## src/core/msf_consts.vh

```
/*
 * Register map, field positions, reset values and bus response codes of
 * the metering status-flag block (upper half of the event status word).
 * Assumes it is included once per file, by its bare name, ahead of code.
 */
// Contract
// - Status bit 22 always reads as zero.
// - Status bit 23 sets when the current-channel peak period ends.
// - On that event the current peak result holds magnitude and phase.
// - Status bit 24 sets when the voltage-channel peak period ends.
// - On that event the voltage peak result holds magnitude and phase.
// - Status bit 25 sets when a new checksum differs from the run reference while run is on.
// - Status bits 31 to 26 always read as zero.
`ifndef MSF_CONSTS_VH
`define MSF_CONSTS_VH

// ----------------------------------------------------------------------
// register byte offsets
// ----------------------------------------------------------------------
`define MSF_OFS_STATUS      8'h00
`define MSF_OFS_MASK        8'h04
`define MSF_OFS_CUR_PEAK    8'h08
`define MSF_OFS_VOLT_PEAK   8'h0c
`define MSF_OFS_RUN         8'h10
`define MSF_OFS_REF_SUM     8'h14
`define MSF_OFS_LAST_SUM    8'h18

// ----------------------------------------------------------------------
// status, mask and run field positions
// ----------------------------------------------------------------------
`define MSF_BIT_RSVD22      22
`define MSF_BIT_CUR_DONE    23
`define MSF_BIT_VOLT_DONE   24
`define MSF_BIT_SUM_ERR     25
`define MSF_RSVD_HI_MSB     31
`define MSF_RSVD_HI_LSB     26
`define MSF_BIT_RUN         0

// ----------------------------------------------------------------------
// reset values
// ----------------------------------------------------------------------
`define MSF_RST_FLAG        1'b0
`define MSF_RST_MASK        3'h0
`define MSF_RST_RUN         1'b0
`define MSF_RST_WORD        32'h0000_0000
`define MSF_RSVD22_VAL      1'b0
`define MSF_RSVD_HI_VAL     6'h00

// ----------------------------------------------------------------------
// bus responses
// ----------------------------------------------------------------------
`define MSF_RESP_OKAY       2'h0
`define MSF_RESP_SLVERR     2'h2

`endif

```

## src/core/msf_event_flag.v

```verilog
/*
 * One sticky event flag: set by a hardware pulse, cleared by software.
 * Assumes set and clear come from logic on aclk; set wins over clear.
 */
`timescale 1ns/100ps
`default_nettype none
`include "msf_consts.vh"

module msf_event_flag (
    // clock and reset
    input  wire aclk,
    input  wire aresetn,
    // event and acknowledge
    input  wire set_evt,
    input  wire clr_req,
    // state
    output reg  flag_r
);

    reg flag_nxt;

    always @* begin
        flag_nxt = flag_r;
        if (set_evt) begin
            flag_nxt = 1'b1;
        end else if (clr_req) begin
            flag_nxt = 1'b0;
        end
    end

    always @(posedge aclk) begin
        if (!aresetn) begin
            flag_r <= `MSF_RST_FLAG;
        end else begin
            flag_r <= flag_nxt;
        end
    end

endmodule // msf_event_flag

`default_nettype wire

```

## src/core/msf_peak_capture.v

```verilog
/*
 * Peak result holder: latches magnitude and phase when a peak period ends,
 * in the same edge that raises the matching status flag.
 * Assumes done, magnitude and phase come from logic on aclk.
 */
`timescale 1ns/100ps
`default_nettype none
`include "msf_consts.vh"

module msf_peak_capture #(
    parameter MAG_W = 24,
    parameter PH_W  = 3
) (
    // clock and reset
    input  wire             aclk,
    input  wire             aresetn,
    // peak datapath
    input  wire             done_evt,
    input  wire [MAG_W-1:0] peak_mag,
    input  wire [PH_W-1:0]  peak_phase,
    // held result: phase above magnitude, zero above that
    output reg  [31:0]      result_r
);

    localparam PAD_W = 32 - MAG_W - PH_W;

    always @(posedge aclk) begin
        if (!aresetn) begin
            result_r <= `MSF_RST_WORD;
        end else if (done_evt) begin
            result_r <= {{PAD_W{1'b0}}, peak_phase, peak_mag};
        end
    end

endmodule // msf_peak_capture

`default_nettype wire

```

## src/core/msf_status_upper.v

```verilog
/*
 * Upper event status word of the metering core with its mask, peak
 * results, run control and checksum watch, behind an AXI4-Lite slave.
 * Assumes all datapath inputs are pulses and words on aclk; the lower
 * status bits and the peak and checksum engines live elsewhere.
 */
`timescale 1ns/100ps
`default_nettype none
`include "msf_consts.vh"

module msf_status_upper #(
    parameter MAG_W = 24,
    parameter PH_W  = 3,
    parameter SUM_W = 16
) (
    // clock and reset
    input  wire             aclk,
    input  wire             aresetn,
    // axi4-lite write address
    input  wire [7:0]       s_axi_awaddr,
    input  wire [2:0]       s_axi_awprot,
    input  wire             s_axi_awvalid,
    output wire             s_axi_awready,
    // axi4-lite write data
    input  wire [31:0]      s_axi_wdata,
    input  wire [3:0]       s_axi_wstrb,
    input  wire             s_axi_wvalid,
    output wire             s_axi_wready,
    // axi4-lite write response
    output reg  [1:0]       s_axi_bresp,
    output reg              s_axi_bvalid,
    input  wire             s_axi_bready,
    // axi4-lite read address
    input  wire [7:0]       s_axi_araddr,
    input  wire [2:0]       s_axi_arprot,
    input  wire             s_axi_arvalid,
    output wire             s_axi_arready,
    // axi4-lite read data
    output reg  [31:0]      s_axi_rdata,
    output reg  [1:0]       s_axi_rresp,
    output reg              s_axi_rvalid,
    input  wire             s_axi_rready,
    // current-channel peak datapath
    input  wire             current_peak_period_done,
    input  wire [MAG_W-1:0] current_peak_mag,
    input  wire [PH_W-1:0]  current_peak_phase,
    // voltage-channel peak datapath
    input  wire             voltage_peak_period_done,
    input  wire [MAG_W-1:0] voltage_peak_mag,
    input  wire [PH_W-1:0]  voltage_peak_phase,
    // configuration checksum engine
    input  wire             cfg_sum_valid,
    input  wire [SUM_W-1:0] cfg_sum,
    // control and interrupt
    output wire             run_en,
    output wire             irq
);

    // ------------------------------------------------------------------
    // address decode helpers
    // ------------------------------------------------------------------
    function mapped;
        input [7:0] addr;
        begin
            case (addr)
                `MSF_OFS_STATUS, `MSF_OFS_MASK,
                `MSF_OFS_CUR_PEAK, `MSF_OFS_VOLT_PEAK,
                `MSF_OFS_RUN, `MSF_OFS_REF_SUM,
                `MSF_OFS_LAST_SUM: mapped = 1'b1;
                default:           mapped = 1'b0;
            endcase
        end
    endfunction

    // byte-lane merge of write data over an old word
    function [31:0] lane_merge;
        input [31:0] old_w;
        input [31:0] new_w;
        input [3:0]  strb;
        integer      i;
        begin
            lane_merge = old_w;
            for (i = 0; i < 4; i = i + 1) begin
                if (strb[i]) begin
                    lane_merge[i*8 +: 8] = new_w[i*8 +: 8];
                end
            end
        end
    endfunction

    // ------------------------------------------------------------------
    // write channel capture
    // ------------------------------------------------------------------
    reg         aw_held_r;
    reg  [7:0]  awaddr_r;
    reg         w_held_r;
    reg  [31:0] wdata_r;
    reg  [3:0]  wstrb_r;
    wire        wr_fire;
    wire        wr_hit;

    assign s_axi_awready = !aw_held_r && !s_axi_bvalid;
    assign s_axi_wready  = !w_held_r && !s_axi_bvalid;
    assign wr_fire       = aw_held_r && w_held_r && !s_axi_bvalid;
    assign wr_hit        = wr_fire && mapped(awaddr_r);

    always @(posedge aclk) begin
        if (!aresetn) begin
            aw_held_r <= 1'b0;
            awaddr_r  <= 8'h00;
        end else if (s_axi_awvalid && s_axi_awready) begin
            aw_held_r <= 1'b1;
            awaddr_r  <= s_axi_awaddr;
        end else if (wr_fire) begin
            aw_held_r <= 1'b0;
        end
    end

    always @(posedge aclk) begin
        if (!aresetn) begin
            w_held_r <= 1'b0;
            wdata_r  <= 32'h0000_0000;
            wstrb_r  <= 4'h0;
        end else if (s_axi_wvalid && s_axi_wready) begin
            w_held_r <= 1'b1;
            wdata_r  <= s_axi_wdata;
            wstrb_r  <= s_axi_wstrb;
        end else if (wr_fire) begin
            w_held_r <= 1'b0;
        end
    end

    // ------------------------------------------------------------------
    // write response
    // ------------------------------------------------------------------
    always @(posedge aclk) begin
        if (!aresetn) begin
            s_axi_bvalid <= 1'b0;
            s_axi_bresp  <= `MSF_RESP_OKAY;
        end else if (wr_fire) begin
            s_axi_bvalid <= 1'b1;
            s_axi_bresp  <= mapped(awaddr_r) ? `MSF_RESP_OKAY : `MSF_RESP_SLVERR;
        end else if (s_axi_bready) begin
            s_axi_bvalid <= 1'b0;
        end
    end

    // ------------------------------------------------------------------
    // register write strobes
    // ------------------------------------------------------------------
    wire [31:0] wr_word;
    wire        wr_status;
    wire        wr_mask;
    wire        wr_run;

    assign wr_word   = lane_merge(32'h0000_0000, wdata_r, wstrb_r);
    assign wr_status = wr_hit && (awaddr_r == `MSF_OFS_STATUS);
    assign wr_mask   = wr_hit && (awaddr_r == `MSF_OFS_MASK);
    assign wr_run    = wr_hit && (awaddr_r == `MSF_OFS_RUN);

    // ------------------------------------------------------------------
    // run control and checksum watch
    // ------------------------------------------------------------------
    reg             run_r;
    reg             run_nxt;
    reg [SUM_W-1:0] ref_sum_r;
    reg [SUM_W-1:0] last_sum_r;
    wire            run_rise;
    wire            sum_err_evt;

    // reference taken at the write that turns run from zero to one
    assign run_rise    = wr_run && wstrb_r[0] && wdata_r[`MSF_BIT_RUN] && !run_r;
    assign sum_err_evt = cfg_sum_valid && run_r && (cfg_sum != ref_sum_r);
    assign run_en      = run_r;

    always @* begin
        run_nxt = run_r;
        if (wr_run && wstrb_r[0]) begin
            run_nxt = wdata_r[`MSF_BIT_RUN];
        end
    end

    always @(posedge aclk) begin
        if (!aresetn) begin
            run_r     <= `MSF_RST_RUN;
            ref_sum_r <= {SUM_W{1'b0}};
        end else begin
            run_r <= run_nxt;
            if (run_rise) begin
                ref_sum_r <= cfg_sum;
            end
        end
    end

    always @(posedge aclk) begin
        if (!aresetn) begin
            last_sum_r <= {SUM_W{1'b0}};
        end else if (cfg_sum_valid) begin
            last_sum_r <= cfg_sum;
        end
    end

    // ------------------------------------------------------------------
    // peak results
    // ------------------------------------------------------------------
    wire [31:0] cur_peak_word;
    wire [31:0] volt_peak_word;

    // result and flag update on the same edge                          
    msf_peak_capture #(
        .MAG_W (MAG_W),
        .PH_W  (PH_W)
    ) u_cur_peak (
        .aclk       (aclk),
        .aresetn    (aresetn),
        .done_evt   (current_peak_period_done),
        .peak_mag   (current_peak_mag),
        .peak_phase (current_peak_phase),
        .result_r   (cur_peak_word)
    );

    msf_peak_capture #(
        .MAG_W (MAG_W),
        .PH_W  (PH_W)
    ) u_volt_peak (
        .aclk       (aclk),
        .aresetn    (aresetn),
        .done_evt   (voltage_peak_period_done),
        .peak_mag   (voltage_peak_mag),
        .peak_phase (voltage_peak_phase),
        .result_r   (volt_peak_word)
    );

    // ------------------------------------------------------------------
    // sticky event flags, write one to clear
    // ------------------------------------------------------------------
    wire cur_done_flag;
    wire volt_done_flag;
    wire sum_err_flag;

    msf_event_flag u_cur_flag (
        .aclk    (aclk),
        .aresetn (aresetn),
        .set_evt (current_peak_period_done),
        .clr_req (wr_status && wr_word[`MSF_BIT_CUR_DONE]),
        .flag_r  (cur_done_flag)
    );

    msf_event_flag u_volt_flag (
        .aclk    (aclk),
        .aresetn (aresetn),
        .set_evt (voltage_peak_period_done),
        .clr_req (wr_status && wr_word[`MSF_BIT_VOLT_DONE]),
        .flag_r  (volt_done_flag)
    );

    msf_event_flag u_sum_flag (
        .aclk    (aclk),
        .aresetn (aresetn),
        .set_evt (sum_err_evt),
        .clr_req (wr_status && wr_word[`MSF_BIT_SUM_ERR]),
        .flag_r  (sum_err_flag)
    );

    // ------------------------------------------------------------------
    // status word and mask
    // ------------------------------------------------------------------
    reg  [31:0] status_word;
    reg  [2:0]  mask_r;
    reg  [2:0]  mask_nxt;
    wire [31:0] mask_word;
    reg         irq_r;

    always @* begin
        status_word = 32'h0000_0000;
        status_word[`MSF_BIT_RSVD22] = `MSF_RSVD22_VAL;
        status_word[`MSF_BIT_CUR_DONE] = cur_done_flag;
        status_word[`MSF_BIT_VOLT_DONE] = volt_done_flag;
        status_word[`MSF_BIT_SUM_ERR] = sum_err_flag;
        status_word[`MSF_RSVD_HI_MSB:`MSF_RSVD_HI_LSB] = `MSF_RSVD_HI_VAL;
    end

    // mask lanes follow the status layout: bit 23 in lane 2, bits 24..25 in lane 3
    always @* begin
        mask_nxt = mask_r;
        if (wr_mask && wstrb_r[2]) begin
            mask_nxt[0] = wdata_r[`MSF_BIT_CUR_DONE];
        end
        if (wr_mask && wstrb_r[3]) begin
            mask_nxt[2:1] = wdata_r[`MSF_BIT_SUM_ERR:`MSF_BIT_VOLT_DONE];
        end
    end

    always @(posedge aclk) begin
        if (!aresetn) begin
            mask_r <= `MSF_RST_MASK;
        end else begin
            mask_r <= mask_nxt;
        end
    end

    assign mask_word = {6'h00, mask_r, 23'h000000};

    // interrupt level from a flip-flop, one cycle behind flags and mask
    always @(posedge aclk) begin
        if (!aresetn) begin
            irq_r <= 1'b0;
        end else begin
            irq_r <= |(status_word & mask_word);
        end
    end

    assign irq = irq_r;

    // ------------------------------------------------------------------
    // read channel
    // ------------------------------------------------------------------
    reg [31:0] rd_word;

    assign s_axi_arready = !s_axi_rvalid;

    always @* begin
        rd_word = 32'h0000_0000;
        case (s_axi_araddr)
            `MSF_OFS_STATUS:    rd_word = status_word;
            `MSF_OFS_MASK:      rd_word = mask_word;
            `MSF_OFS_CUR_PEAK:  rd_word = cur_peak_word;
            `MSF_OFS_VOLT_PEAK: rd_word = volt_peak_word;
            `MSF_OFS_RUN:       rd_word = {31'h0000_0000, run_r};
            `MSF_OFS_REF_SUM:   rd_word = {{(32-SUM_W){1'b0}}, ref_sum_r};
            `MSF_OFS_LAST_SUM:  rd_word = {{(32-SUM_W){1'b0}}, last_sum_r};
            default:            rd_word = 32'h0000_0000;
        endcase
    end

    always @(posedge aclk) begin
        if (!aresetn) begin
            s_axi_rvalid <= 1'b0;
            s_axi_rdata  <= 32'h0000_0000;
            s_axi_rresp  <= `MSF_RESP_OKAY;
        end else if (s_axi_arvalid && s_axi_arready) begin
            s_axi_rvalid <= 1'b1;
            s_axi_rdata  <= rd_word;
            s_axi_rresp  <= mapped(s_axi_araddr) ? `MSF_RESP_OKAY : `MSF_RESP_SLVERR;
        end else if (s_axi_rready) begin
            s_axi_rvalid <= 1'b0;
        end
    end

endmodule // msf_status_upper

`default_nettype wire

```

## config.mk

```make
export PLATFORM = sky130hd
export DESIGN_NAME = msf_status_upper
export DESIGN_NICKNAME = d
export VERILOG_FILES = /design/src/core/msf_event_flag.v /design/src/core/msf_peak_capture.v /design/src/core/msf_status_upper.v
export VERILOG_INCLUDE_DIRS = /design/src /design/src/core
export SDC_FILE = /design/constraint.sdc
export NUM_CORES = 1
export LEC_CHECK = 0
export BUFFER_PORTS_ARGS = -buffer_cell sky130_fd_sc_hd__buf_2
export CAP_MARGIN = 20
export CORE_ASPECT_RATIO = 0.9
export CORE_MARGIN = 2
export CORE_UTILIZATION = 50
export DETAILED_ROUTE_END_ITERATION = 7
export GPL_ROUTABILITY_DRIVEN = 0
export PLACE_DENSITY = 0.88
export SLEW_MARGIN = 5
export SYNTH_ARGS = -nofsm -noshare
export SYNTH_HDL_FRONTEND = slang
export SYNTH_SLANG_ARGS = --single-unit
export TNS_END_PERCENT = 100
```

## constraint.sdc

```tcl
create_clock -name aclk -period 4.9 [get_ports aclk]
set_input_delay 0.98 -clock aclk [delete_from_list [all_inputs] [get_ports aclk]]
set_output_delay 0.98 -clock aclk [all_outputs]
set_load 0.05 [all_outputs]
```

==> results.md <==
* Peak VDD IR at 243 uV
* Die ar. at around 13000 um2
* Die Y at roughly 110 um
* First-pass GRT wire length at roughly 24000 um
* Status: finished, final reports clean
* FF-to-FF path depth at 4
* Post-CTS Setup Inserts at 0
* Fin. max-slew vios at 0
* Initial Util at approximately half
* Cts hold-fix bufs at 0
* Hold Crit Depth at 2
* Hpwl dp at between 10000 and 15000 um
* Layout area overhead at 22.1%
* Total GRT Usage at between 20% and 30%
* Drt first-iter violations at 391
* Final Skew at ~7.2 ps
* H-tree depth at 4
* Area of the mapped netlist at about 6300 um2
* Sum Neg Setup Slack at 0 ps
* Mean number of vias per cell at ~5.5
* Total CTS buffers at 17
* Setup slack at placement at between 1000 and 1500 ps
* Clock transition at the registers of the reported paths at approximately 60 ps
* Syn_area_per_cell at around 10 um2
* Critical Path Max Stage Delay at ~510 ps
* Clock Sinks at about 140
* DRT Pass-1 Iters at 8
* Grt ovf at 0
* WP data required at roughly 5200 ps
* Overall power at 2.96 mW
* Fraction of registers with async set or reset after synthesis at 0%
* Relative slew slack at between 30 and 40%
* Max-cap viol count at 0
* Dpl cells at 881
* Post-Synth XOR/XNOR Area at 2.24%
* Crit path max fanout at 24
* RSZ-0062 raised after global routing: false
* Post-route setup slack at approximately 2200 ps
* Post-layout util at between 60% and 70%
* Largest net degree at the start of global routing at 73
* Simple-Gate Fraction of Synth Area at 18.0%
* Max Root-Sink Buffers at 2
* Ant. Diodes at 0
* Crit-path slowest cell: buf_2
* Type of origin of the critical path: input pin
* Ys Warns at 0
* Sequential fraction of the synthesis area at a little under half
* Synth Flop Type: dfxtp_1
* Arrival time at the worst endpoint at roughly 3000 ps
* Hold Crit Class: flip-flop to flip-flop
* Worst-path cell chain: buf_2 > and3b_1 > nor3b_1 > buf_2 > a222oi_1 > o21ai_0
* Synth cell types at 46
* Nets@finish at ~880
* Largest family of logic cells by synthesized area: multiplexers
* Power Density at 386 nW/um2
* Std-Cell Rows at 38
* Finished Layout Cells at approximately 900
* Total Wirelength at 15300 um
* Final Cell Area at about 7600 um2
* Vias in the first global route at ~4700
* Post-DP Area at around 7000 um2
* Die X at 122 um
* Initial antenna violation count at 0
* Fin. Hold Viols at 0
* Fin crit period at roughly 2700 ps
* Hold_ws at 452 ps
* Syn Inst Count at around 630
* Period utilization at around 54%
* Complex-gate fraction of the synthesized area at 12.2%
* Peak Freq at ~380 MHz
* Pleak at between 3 and 4 nW
* Clk Latency, worst-skew pair at 420 ps
* Seq cells post-synth at 142
* IO Pins at between 150 and 200
* Synth Area in Adders at 0%
* IO Port Bufs at about 140
* Share of cells above drive strength 1 at between 20% and 30%
* EDFF count, synth at 0
* DRC Markers at 0
* Slew @ Worst Pin at 967 ps
* Final setup viols at 0
* Core Area at approximately 12000 um2
* CTS tree: done
* Final ANT Viol Nets at 0
* Drt wl/cell at 16.8 um
* Worst setup EP type: flip-flop
* Critical path type: input pin to flip-flop
* Clock root buffer: clkbuf_16
* Mux cell area share after synthesis at a little under a fifth
* Most common cell on crit path: buf_2
* Post-CTS sizing at 0
* Routed vias at 4993
-- cells in the mapped netlist, types with 2 or more instances --
| library cell | number | area (um2) |
|---|---|---|
| dfxtp_1 | 142 | 2840 |
| nor2b_1 | 97 | 607 |
| mux2i_1 | 88 | 881 |
| nand2_1 | 41 | 154 |
| clkbuf_1 | 39 | 146 |
| o21ai_0 | 34 | 170 |
| a21boi_0 | 29 | 218 |
| nand3_1 | 20 | 100 |
| mux2_2 | 17 | 191 |
| xor2_1 | 16 | 140 |
| a22oi_1 | 14 | 105 |
| nor4_1 | 10 | 62.6 |
| a222oi_1 | 9 | 90.1 |
| buf_4 | 7 | 52.6 |
| o2bb2ai_1 | 7 | 61.3 |
| inv_1 | 4 | 15.0 |
| a21oi_1 | 3 | 15.0 |
| a31oi_1 | 3 | 18.8 |
| and2_1 | 3 | 18.8 |
| buf_1 | 3 | 11.3 |
| buf_2 | 3 | 15.0 |
| mux4_2 | 3 | 67.6 |
| nor2_1 | 3 | 11.3 |
| or4bb_1 | 3 | 33.8 |
| clkbuf_2 | 2 | 10.0 |
| nand2b_1 | 2 | 12.5 |
| nand4_1 | 2 | 12.5 |
| nor3b_1 | 2 | 15.0 |
| o211a_1 | 2 | 20.0 |
| o21a_1 | 2 | 15.0 |
| or4_1 | 2 | 15.0 |
-- per-layer routing --
metal | vias to the layer above | part of all wire, % | global-route usage (%)
met2 | 194 | 47 | 37.0
met1 | 2339 | 44 | 30.3
met5 | - | 0 | 0
met3 | 18 | 7.6 | 5.86
met4 | 0 | 1.4 | 9.20
li1 | 2442 | - | -
-- power breakdown --
group          switching, mW  total [mW]  internal, mW
Sequential            0.0312        1.23          1.20
Clock                  0.491        1.45         0.956
Combinational          0.154       0.275         0.121
Total                  0.675        2.96          2.28
-- flip-flops by register name (all words and copies together), names as in the netlist, 3 cells and up --
name,count
wdata_r,4
last_sum_r,16
wstrb_r,3
u_cur_peak.result_r,27
ref_sum_r,16
s_axi_rdata,27
mask_r,3
awaddr_r,8
u_volt_peak.result_r,27
-- path summary, 6_finish.rpt --
| path | startpoint | end | slack (ps) |
|---|---|---|---|
| hold / removal | s_axi_rdata[2]$_SDFFE_PN0P_ | s_axi_rdata[2]$_SDFFE_PN0P_ | 450 |
| hold reg to reg | s_axi_rdata[2]$_SDFFE_PN0P_ | s_axi_rdata[2]$_SDFFE_PN0P_ | 450 |
| setup reg to reg | awaddr_r[5]$_SDFFE_PN0P_ | u_cur_flag.flag_r$_SDFFE_PN0P_ | 2380 |
| setup / recovery | s_axi_araddr[2] | s_axi_rdata[7]$_SDFFE_PN0P_ | 2230 |
-- placed cells by master (no fill, tap or decap), types with 7 or more instances in the layout --
master / instances
a21boi_0: 29
a222oi_1: 9
a22oi_1: 14
buf_2: 139
clkbuf_16: 17
conb_1: 7
dfxtp_1: 142
mux2_2: 17
mux2i_1: 88
nand2_1: 41
nand3_1: 20
nor2b_1: 97
nor4_1: 10
o21ai_0: 34
o2bb2ai_1: 7
xor2_1: 16
-- logic make-up (layout without fill, tap and decap cells) --
kind of cell,Yosys count,after routing
AOI/OAI and AO/OA,108,108
DFF,142,142
and+or+nand+nor,194,194
muxes,108,108
xor gates and xnor gates,16,16
buffers and inverters,58,179
other,1,7
-- final cells by class --
| type | instances | area (um2) |
|---|---|---|
| clock buffers | 18 | 429 |
| flip-flops and latches | 142 | 2840 |
| multi-input cells | 433 | 3200 |
| repair buffers | 143 | 726 |
| clock inverters | 14 | 241 |
| well taps | 160 | 200 |
| fillers | 1019 | 4470 |
| inverters | 4 | 15.0 |
-- critical path, delay by kind of cell --
family / cells / cell delay [ps]
AND/OR/NAND/NOR: 2 / 840
AO/OA/AOI/OAI: 2 / 350
buffers and inverters: 2 / 800
No activity file was read; power rests on OpenSTA's default activity.
